--- src/verilog/lgc_map.svh ---
// register indices, field positions, reset values and counts of the line global control block
`ifndef LGC_MAP_SVH
`define LGC_MAP_SVH

// register indices; byte address is four times the index
`define LGC_IDX_CTL_ONE   12'hFE1
`define LGC_IDX_CTL_TWO   12'hFE2
`define LGC_IDX_CTL_THREE 12'hFE4
`define LGC_IDX_CTL_FOUR  12'hFE6
`define LGC_IDX_INT_STAT  12'hFF0
`define LGC_IDX_INT_MASK  12'hFF1

// field positions in the first control register
`define LGC_BIT_TRISTATE  0
`define LGC_BIT_EXTENDED  1
`define LGC_BIT_MUTE      2

// field widths and reset values
`define LGC_W_ONE         3
`define LGC_W_FOUR        5
`define LGC_RST_ONE       3'h0
`define LGC_RST_TWO       8'h00
`define LGC_RST_THREE     8'h00
`define LGC_RST_FOUR      5'h01

// zero-run lengths that declare loss of signal
`define LGC_ZEROS_STD     175
`define LGC_ZEROS_EXT     4096

// master clock rate select codes
`define LGC_SEL_2048_A    4'h0
`define LGC_SEL_1544_A    4'h1
`define LGC_SEL_4096      4'h8
`define LGC_SEL_3088      4'h9
`define LGC_SEL_8192      4'hA
`define LGC_SEL_6176      4'hB
`define LGC_SEL_16384     4'hC
`define LGC_SEL_12352     4'hD
`define LGC_SEL_2048_B    4'hE
`define LGC_SEL_1544_B    4'hF

`endif

--- src/verilog/lgc_pkg.sv ---
// types shared by the line global control block
package lgc_pkg;

	// decoded master clock input rate
	typedef enum logic [2:0] {
		LGC_RATE_2048  = 3'b000,
		LGC_RATE_1544  = 3'b001,
		LGC_RATE_4096  = 3'b010,
		LGC_RATE_3088  = 3'b011,
		LGC_RATE_8192  = 3'b100,
		LGC_RATE_6176  = 3'b101,
		LGC_RATE_16384 = 3'b110,
		LGC_RATE_12352 = 3'b111
	} lgc_rate_type;

	// state of the rate decoder
	typedef struct packed {
		lgc_rate_type rate;
		logic         valid;
	} lgc_rate_state_type;

endpackage : lgc_pkg

--- src/verilog/lgc_los_if.sv ---
// per-channel link between the control block and its zero-run detector
`timescale 1ns/100ps
interface lgc_los_if;
	logic bit_strobe;
	logic bit_data;
	logic extended;
	logic los;

	modport det (input bit_strobe, input bit_data, input extended, output los);
	modport ctl (output bit_strobe, output bit_data, output extended, input los);
endinterface : lgc_los_if

--- src/verilog/lgc_los_det.sv ---
// zero-run loss of signal detector for one receive channel
`timescale 1ns/100ps
`include "lgc_map.svh"
module lgc_los_det #(
	parameter int ZEROS_STD = `LGC_ZEROS_STD,
	parameter int ZEROS_EXT = `LGC_ZEROS_EXT
) (
	// clock and reset
	input  wire logic clk_i,
	input  wire logic reset_n_i,
	// channel link
	lgc_los_if.det    lk
);
	localparam int CW = $clog2(ZEROS_EXT + 1);

	typedef struct packed {
		logic [CW-1:0] cnt;
		logic          los;
	} lgc_det_state_type;

	lgc_det_state_type s_q;
	lgc_det_state_type s_d;
	logic [CW-1:0]     thr_w;

	// threshold follows the extended control at once
	assign thr_w = lk.extended ? CW'(ZEROS_EXT) : CW'(ZEROS_STD);

	// count zeros per bit, a one ends the run and clears the loss
	always_comb
	begin
		s_d = s_q;
		if (lk.bit_strobe)
		begin
			if (lk.bit_data)
			begin
				s_d.cnt = '0;
				s_d.los = 1'b0;
			end
			else if (s_q.cnt < thr_w)
			begin
				s_d.cnt = s_q.cnt + CW'(1);
				if (s_q.cnt + CW'(1) >= thr_w)
					s_d.los = 1'b1;
			end
		end
	end

	// state register
	always_ff @(posedge clk_i or negedge reset_n_i)
	begin
		if (!reset_n_i)
			s_q <= '0;
		else
			s_q <= s_d;
	end

	assign lk.los = s_q.los;
endmodule : lgc_los_det

--- src/verilog/lgc_rate_dec.sv ---
// master clock rate decoder with registered result
`timescale 1ns/100ps
`include "lgc_map.svh"
module lgc_rate_dec (
	// clock and reset
	input  wire logic                 clk_i,
	input  wire logic                 reset_n_i,
	// select code in, decoded rate out
	input  wire logic [3:0]           sel_i,
	output lgc_pkg::lgc_rate_type     rate_o,
	output logic                      valid_o
);
	lgc_pkg::lgc_rate_state_type s_q;
	lgc_pkg::lgc_rate_state_type s_d;

	// reserved codes keep the last rate but drop valid
	always_comb
	begin
		s_d = s_q;
		s_d.valid = 1'b1;
		case (sel_i)
			`LGC_SEL_2048_A, `LGC_SEL_2048_B : s_d.rate = lgc_pkg::LGC_RATE_2048;
			`LGC_SEL_1544_A, `LGC_SEL_1544_B : s_d.rate = lgc_pkg::LGC_RATE_1544;
			`LGC_SEL_4096  : s_d.rate = lgc_pkg::LGC_RATE_4096;
			`LGC_SEL_3088  : s_d.rate = lgc_pkg::LGC_RATE_3088;
			`LGC_SEL_8192  : s_d.rate = lgc_pkg::LGC_RATE_8192;
			`LGC_SEL_6176  : s_d.rate = lgc_pkg::LGC_RATE_6176;
			`LGC_SEL_16384 : s_d.rate = lgc_pkg::LGC_RATE_16384;
			`LGC_SEL_12352 : s_d.rate = lgc_pkg::LGC_RATE_12352;
			default        : s_d.valid = 1'b0;
		endcase
	end

	// reset matches the select field reset code
	always_ff @(posedge clk_i or negedge reset_n_i)
	begin
		if (!reset_n_i)
			s_q <= '{rate: lgc_pkg::LGC_RATE_1544, valid: 1'b1};
		else
			s_q <= s_d;
	end

	assign rate_o  = s_q.rate;
	assign valid_o = s_q.valid;
endmodule : lgc_rate_dec

--- src/verilog/lgc_top.sv ---
// line interface global control registers with per-channel mute and loss detection
`timescale 1ns/100ps
`include "lgc_map.svh"
module lgc_top #(
	parameter int CHANNELS  = 8,
	parameter int ZEROS_STD = `LGC_ZEROS_STD,
	parameter int ZEROS_EXT = `LGC_ZEROS_EXT
) (
	// clock and reset
	input  wire logic                clk_i,
	input  wire logic                reset_n_i,
	// apb slave
	input  wire logic                psel_i,
	input  wire logic                penable_i,
	input  wire logic                pwrite_i,
	input  wire logic [15:0]         paddr_i,
	input  wire logic [31:0]         pwdata_i,
	output logic      [31:0]         prdata_o,
	output logic                     pready_o,
	output logic                     pslverr_o,
	// receive line side, one bit per channel
	input  wire logic [CHANNELS-1:0] rx_bit_strobe_i,
	input  wire logic [CHANNELS-1:0] rx_data_i,
	input  wire logic [CHANNELS-1:0] rx_clk_i,
	// towards the framer
	output logic      [CHANNELS-1:0] rx_data_o,
	output logic      [CHANNELS-1:0] rx_clk_o,
	output logic      [CHANNELS-1:0] receive_signal_loss_o,
	// pin drive enables, low in test tristate
	output logic      [CHANNELS-1:0] chan_out_oe_o,
	// master clock input rate
	output lgc_pkg::lgc_rate_type    master_clock_rate_o,
	output logic                     master_clock_rate_valid_o,
	// interrupt
	output logic                     irq_o
);
	typedef struct packed {
		logic [`LGC_W_ONE-1:0]  ctl_one;
		logic [7:0]             ctl_two;
		logic [7:0]             ctl_three;
		logic [`LGC_W_FOUR-1:0] ctl_four;
		logic [CHANNELS-1:0]    stat;
		logic [CHANNELS-1:0]    mask;
		logic [CHANNELS-1:0]    los_prev;
		logic [CHANNELS-1:0]    rx_data;
		logic [CHANNELS-1:0]    rx_clk;
		logic [CHANNELS-1:0]    oe;
		logic [31:0]            rdata;
	} lgc_top_state_type;

	localparam lgc_top_state_type RST_VAL = '{
		ctl_one:   `LGC_RST_ONE,
		ctl_two:   `LGC_RST_TWO,
		ctl_three: `LGC_RST_THREE,
		ctl_four:  `LGC_RST_FOUR,
		oe:        '1,
		default:   '0
	};

	lgc_top_state_type   s_q;
	lgc_top_state_type   s_d;
	logic [CHANNELS-1:0] los_w;
	logic                mute_w;
	logic                ext_w;
	logic                tri_w;
	logic                word_ok_w;
	logic                hit_one;
	logic                hit_two;
	logic                hit_three;
	logic                hit_four;
	logic                hit_stat;
	logic                hit_mask;
	logic                mapped_w;
	logic                access_w;
	logic                wr_w;
	logic [31:0]         rd_mux_w;

	// control fields
	assign mute_w = s_q.ctl_one[`LGC_BIT_MUTE];
	assign ext_w  = s_q.ctl_one[`LGC_BIT_EXTENDED];
	assign tri_w  = s_q.ctl_one[`LGC_BIT_TRISTATE];

	// one zero-run detector per channel
	genvar g;
	generate
		for (g = 0; g < CHANNELS; g++)
		begin : g_chan
			lgc_los_if lk ();
			assign lk.bit_strobe = rx_bit_strobe_i[g];
			assign lk.bit_data   = rx_data_i[g];
			assign lk.extended   = ext_w;
			assign los_w[g]      = lk.los;
			lgc_los_det #(
				.ZEROS_STD (ZEROS_STD),
				.ZEROS_EXT (ZEROS_EXT)
			) u_det (
				.clk_i     (clk_i),
				.reset_n_i (reset_n_i),
				.lk        (lk.det)
			);
		end
	endgenerate

	// rate decode of the select field
	lgc_rate_dec u_rate (
		.clk_i     (clk_i),
		.reset_n_i (reset_n_i),
		.sel_i     (s_q.ctl_four[3:0]),
		.rate_o    (master_clock_rate_o),
		.valid_o   (master_clock_rate_valid_o)
	);

	// word decode; offsets are indices, so byte address is index times four
	assign word_ok_w = (paddr_i[15:14] == 2'h0) && (paddr_i[1:0] == 2'h0);
	assign hit_one   = word_ok_w && (paddr_i[13:2] == `LGC_IDX_CTL_ONE);
	assign hit_two   = word_ok_w && (paddr_i[13:2] == `LGC_IDX_CTL_TWO);
	assign hit_three = word_ok_w && (paddr_i[13:2] == `LGC_IDX_CTL_THREE);
	assign hit_four  = word_ok_w && (paddr_i[13:2] == `LGC_IDX_CTL_FOUR);
	assign hit_stat  = word_ok_w && (paddr_i[13:2] == `LGC_IDX_INT_STAT);
	assign hit_mask  = word_ok_w && (paddr_i[13:2] == `LGC_IDX_INT_MASK);
	assign mapped_w  = hit_one | hit_two | hit_three | hit_four | hit_stat | hit_mask;

	// zero wait states: read data is latched in setup, so access can end at once
	assign access_w  = psel_i && penable_i;
	assign wr_w      = access_w && pwrite_i && mapped_w;
	assign pready_o  = access_w;
	assign pslverr_o = access_w && !mapped_w;
	assign prdata_o  = s_q.rdata;

	// read mux, unused bits and unmapped words read zero
	always_comb
	begin
		rd_mux_w = '0;
		if (hit_one)
			rd_mux_w = 32'(s_q.ctl_one);
		else if (hit_two)
			rd_mux_w = 32'(s_q.ctl_two);
		else if (hit_three)
			rd_mux_w = 32'(s_q.ctl_three);
		else if (hit_four)
			rd_mux_w = 32'(s_q.ctl_four);
		else if (hit_stat)
			rd_mux_w = 32'(s_q.stat);
		else if (hit_mask)
			rd_mux_w = 32'(s_q.mask);
	end

	// next state: registers, sticky status, line outputs
	always_comb
	begin
		s_d = s_q;
		if (psel_i && !penable_i)
			s_d.rdata = rd_mux_w;
		if (wr_w && hit_one)
			s_d.ctl_one = pwdata_i[`LGC_W_ONE-1:0];
		if (wr_w && hit_two)
			s_d.ctl_two = pwdata_i[7:0];
		if (wr_w && hit_three)
			s_d.ctl_three = pwdata_i[7:0];
		if (wr_w && hit_four)
			s_d.ctl_four = pwdata_i[`LGC_W_FOUR-1:0];
		if (wr_w && hit_mask)
			s_d.mask = pwdata_i[CHANNELS-1:0];
		// write one clears, a new loss in the same cycle wins
		if (wr_w && hit_stat)
			s_d.stat = s_q.stat & ~pwdata_i[CHANNELS-1:0];
		s_d.stat     = s_d.stat | (los_w & ~s_q.los_prev);
		s_d.los_prev = los_w;
		// muted data forced low, clock always passes
		s_d.rx_data  = mute_w ? (rx_data_i & ~los_w) : rx_data_i;
		s_d.rx_clk   = rx_clk_i;
		s_d.oe       = tri_w ? '0 : '1;
	end

	// state register
	always_ff @(posedge clk_i or negedge reset_n_i)
	begin
		if (!reset_n_i)
			s_q <= RST_VAL;
		else
			s_q <= s_d;
	end

	// outputs straight from flip-flops, except irq, the OR of status flops gated by mask flops
	assign rx_data_o             = s_q.rx_data;
	assign rx_clk_o              = s_q.rx_clk;
	assign chan_out_oe_o         = s_q.oe;
	assign receive_signal_loss_o = los_w;
	assign irq_o                 = |(s_q.stat & s_q.mask);
endmodule : lgc_top

--- config.mk ---
export PLATFORM = sky130hd
export DESIGN_NAME = lgc_top
export DESIGN_NICKNAME = d
export VERILOG_FILES = /design/src/verilog/lgc_pkg.sv /design/src/verilog/lgc_los_if.sv /design/src/verilog/lgc_los_det.sv /design/src/verilog/lgc_rate_dec.sv /design/src/verilog/lgc_top.sv
export VERILOG_INCLUDE_DIRS = /design/src /design/src/verilog
export SDC_FILE = /design/constraint.sdc
export NUM_CORES = 1
export LEC_CHECK = 0
export ABC_AREA = 1
export BUFFER_PORTS_ARGS = -buffer_cell sky130_fd_sc_hd__buf_2
export CAP_MARGIN = 20
export CORE_UTILIZATION = 60
export CTS_CLUSTER_DIAMETER = 200
export DETAILED_ROUTE_END_ITERATION = 6
export GPL_TIMING_DRIVEN = 0
export MAX_ROUTING_LAYER = met4
export PLACE_DENSITY_LB_ADDON = 0.12
export REMOVE_ABC_BUFFERS = 1
export SETUP_SLACK_MARGIN = 0.4
export SYNTH_ARGS = -nofsm -noshare
export SYNTH_HDL_FRONTEND = slang
export SYNTH_SLANG_ARGS = --single-unit
--- constraint.sdc ---
create_clock -name clk_i -period 12.6 [get_ports clk_i]
set_input_delay 1.26 -clock clk_i [delete_from_list [all_inputs] [get_ports clk_i]]
set_output_delay 1.26 -clock clk_i [all_outputs]
set_load 0.05 [all_outputs]
==> flow_metrics.py <==
metrics = {
    "outcome": {
        "outcome": "complete, no violations",
    },
    "sta": {
        "finalCriticalPeriod_ns": 4.455,
        "slew_headroom_pct": 32.49,
        "hold_slack_ns": 0.4199,
        "setup_viol": 0,
        "period_share_pct": 35.36,
        "unrepaired_setup_endpoints_after_global_routing": "false",
        "fin_skew_ns": 0.01457,
        "max_clock_freq_mhz": 224.4,
        "hold_viol": 0,
        "tightestPinTransition_ns": 1.007,
        "finalMaxSlewViolations": 0,
        "timing.setup.tns_ns": 0,
    },
    "route": {
        "drt-initial-drc-count": 792,
        "ant_nets": 0,
        "route.vias.total": 12310,
        "drt-total-wl_mm": 30.78,
        "routed_len_inst_um": 13.80,
        "route.detailed.drc": 0,
        "viasPerCell": 5.518,
        "first_pass_iters": 5,
    },
    "synth": {
        "synthesis.yosys.warnings": 0,
        "fraction_of_registers_with_async_set_reset_pct": 100.0,
        "synth_seq_area_share_pct": 34.52,
        "synth-main-ff-cell": "sky130_fd_sc_hd__dfrtp_1",
        "synthesis.area_mm2": 0.01372,
        "synth_enable_flop_cells": 0,
        "synth_cell_types": 40,
        "postSynthRegisterBits": 189,
        "synthesis.instances": 1889,
        "post_synth_main_area_contributors": "sky130_fd_sc_hd__dfrtp_1 (34%), sky130_fd_sc_hd__nand2_1 (12%), sky130_fd_sc_hd__ha_1 (11%), sky130_fd_sc_hd__inv_1 (6.5%), sky130_fd_sc_hd__nand3_1 (6.4%)",
        "avgSynthCellArea_um2": 7.261,
        "yosys.area.top_type_share_pct": 33.75,
        "yosysTopAreaCell": "sky130_fd_sc_hd__dfrtp_1",
    },
    "worst_setup_path": {
        "worst-r2r-setup-slack_ns": 8.95,
        "crit_end_category": "output port",
        "critical_path.max_fanout": 20,
        "worstSetupStartpointType": "input port",
        "timing.rr.start": "ext_w",
        "required_ns": 11.34,
        "worstSetupPathType": "in -> out",
        "worstReg2RegEnd": "g_chan[7].u_det.s_q[2]",
        "startpoint": "paddr_i[5]",
        "endpoint_arrival_time_on_the_critical_path_ns": 3.20,
        "critical_path.endpoint": "pslverr_o",
        "reg2regPathDepth": 12,
    },
    "clocking": {
        "cts_tree": "done",
        "clockBufferDepth": 2,
        "post_cts_resized": 0,
        "path_clk_slew_ns": 0.08,
        "cts_buffers": 17,
        "clock_tree.htree_level_count": 4,
        "cts.hold.buffers_added": 0,
        "postCtsSetupRepairBufs": 0,
        "cts_sinks": 189,
        "clkLatencyLatePin_ns": 0.45,
        "clk_root_buffer_cell": "sky130_fd_sc_hd__clkbuf_16",
    },
    "die": {
        "starting_density_pct": 62.09,
        "core-area_mm2": 0.02209,
        "row_count": 54,
        "floorplan.io_pins": 148,
        "die_boundary_width_um": 153.2,
        "fp.dieH_um": 153.2,
        "die_area_mm2": 0.02347,
    },
    "cells_and_area": {
        "final_cells": 2230,
        "layout-area-overhead-vs-synth_pct": 7.370,
        "final_layout_size_suffix_gt1_share_pct": 9.086,
        "final.fill_count": 1958,
        "num-nets-final": 2132,
        "final_common_cell": "sky130_fd_sc_hd__nand2_1",
        "multiInputGateArea_mm2": 0.007516,
        "postLayoutCellArea_mm2": 0.01473,
        "regArea_mm2": 0.004738,
        "mostFrequentLayoutCells": "sky130_fd_sc_hd__nand2_1 (439), sky130_fd_sc_hd__inv_1 (238), sky130_fd_sc_hd__dfrtp_1 (184)",
    },
    "power_and_ir_drop": {
        "leakagePower_nw": 7.471,
        "power_density_mw_per_mm2": 90.54,
        "vdd.ir_drop.worst_v": 0.00008471,
        "p_total_mw": 1.334,
    },
    "global_route": {
        "grt_start_max_net_pins": 123,
        "global_route.overflow_total": 0,
        "vias_in_the_first_global_route": 11600,
        "grt_usage_pct": 28.09,
        "grt_antenna_before_repair": 1,
        "grt_pass1_wl_mm": 53.26,
    },
    "job": {
        "drv.max_cap_violation_count": 0,
    },
    "place": {
        "place.port_buffers": 99,
        "gp_congestion": 0.9152,
        "post-dp-hpwl_mm": 22.11,
        "post_dp_area_mm2": 0.01409,
        "post-place-cells": 2196,
    },
    "hold_path": {
        "hp-start": "s_q[58]",
        "hold_path_class": "reg -> reg",
    },
}
cell families after synthesis:
kind of cell             Yosys count  synth area share (%)
buffers and inverters            342                 11.32
other                              1               0.02734
AO/OA/AOI/OAI                    269                 10.75
XOR/XNOR                          41                 2.618
adder cells (fa/ha/maj)          120                 10.95
AND/OR/NAND/NOR                  927                 29.83
flip-flops                       189                 34.52
registers in the layout (all words and copies together) (netlist names):
| register | flops |
|---|---|
| ext_w | 1 |
| chan_out_oe_o | 1 |
| s_q | 46 |
| g_chan.u_det.lk.los | 8 |
| g_chan.u_det.s_q | 104 |
| rx_clk_o | 8 |
| mute_w | 1 |
| prdata_o | 8 |
| u_rate.rate_o | 3 |
| rx_data_o | 8 |
| u_rate.valid_o | 1 |
routing by layer:
layer,global-route usage [%],wire length [µm],share of wire (%)
met5,-,0,0
met4,7.600,434,1.4
met3,3.544,1277,4.1
met2,45.84,14690,48
met1,36.85,14370,47
cell usage after synthesis (5+ instances only):
| master | n |
|---|---|
| sky130_fd_sc_hd__a21boi_2 | 8 |
| sky130_fd_sc_hd__a21oi_1 | 54 |
| sky130_fd_sc_hd__buf_4 | 64 |
| sky130_fd_sc_hd__inv_1 | 239 |
| sky130_fd_sc_hd__o21bai_1 | 9 |
| sky130_fd_sc_hd__o21a_1 | 8 |
| sky130_fd_sc_hd__nand3_2 | 5 |
| sky130_fd_sc_hd__clkbuf_1 | 20 |
| sky130_fd_sc_hd__nor2_2 | 13 |
| sky130_fd_sc_hd__nor3_1 | 26 |
| sky130_fd_sc_hd__nand3_1 | 176 |
| sky130_fd_sc_hd__buf_2 | 11 |
| sky130_fd_sc_hd__nor2_1 | 168 |
| sky130_fd_sc_hd__dfrtp_1 | 185 |
| sky130_fd_sc_hd__ha_1 | 120 |
| sky130_fd_sc_hd__nand3b_1 | 9 |
| sky130_fd_sc_hd__xor2_1 | 41 |
| sky130_fd_sc_hd__nand2_1 | 439 |
| sky130_fd_sc_hd__nand4_1 | 80 |
| sky130_fd_sc_hd__o21ai_0 | 173 |
per-stage QoR:
| stage | setup WS (ns) | utilization, % |
|---|---|---|
| 6_report | 8.145 | 66.66 |
| 5_1_grt | 8.032 | 66.65 |
| 4_1_cts | 8.137 | 66.64 |
| 3_5_place_dp | 8.188 | 63.77 |
| 3_3_place_gp | 5.423 | 63.42 |
| 2_1_floorplan | 7.914 | - |
cell type report:
| type | instances | area share (%) |
|---|---|---|
| timing repair buffer | 102 | 3.857 |
| clock buffer | 17 | 2.888 |
| tap | 280 | 2.379 |
| multi-input combinational | 1381 | 51.03 |
| sequential | 189 | 32.17 |
| antenna | 2 | 0.03398 |
| clock inverter | 15 | 1.419 |
| inverter | 244 | 6.219 |
worst min path at each step:
stage	end	slack, ns	cells after the start
3_3_place_gp	s_q[79]	0.40	1
6_report	s_q[74]	0.42	1
3_5_place_dp	s_q[63]	0.40	0
4_1_cts	s_q[72]	0.42	1
2_1_floorplan	chan_out_oe_o[6]	0.37	1
5_1_grt	s_q[58]	0.44	0
power by group:
part | switching, mW | internal, mW | total (mW)
logic | 0.101 | 0.0372 | 0.138
clock network | 0.287 | 0.276 | 0.563
registers | 0.0135 | 0.619 | 0.632
total | 0.401 | 0.932 | 1.33
worst max-delay path, cell delays in order:
cell                      delay (ns)
sky130_fd_sc_hd__buf_2          0.11
sky130_fd_sc_hd__nor2_2         0.19
sky130_fd_sc_hd__nand2_1        0.14
sky130_fd_sc_hd__nor4_2         0.68
sky130_fd_sc_hd__nor2_1         0.15
sky130_fd_sc_hd__nand3_2        0.37
sky130_fd_sc_hd__nor2_1         0.06
sky130_fd_sc_hd__buf_2          0.22
(Power assumes the default switching activity.)
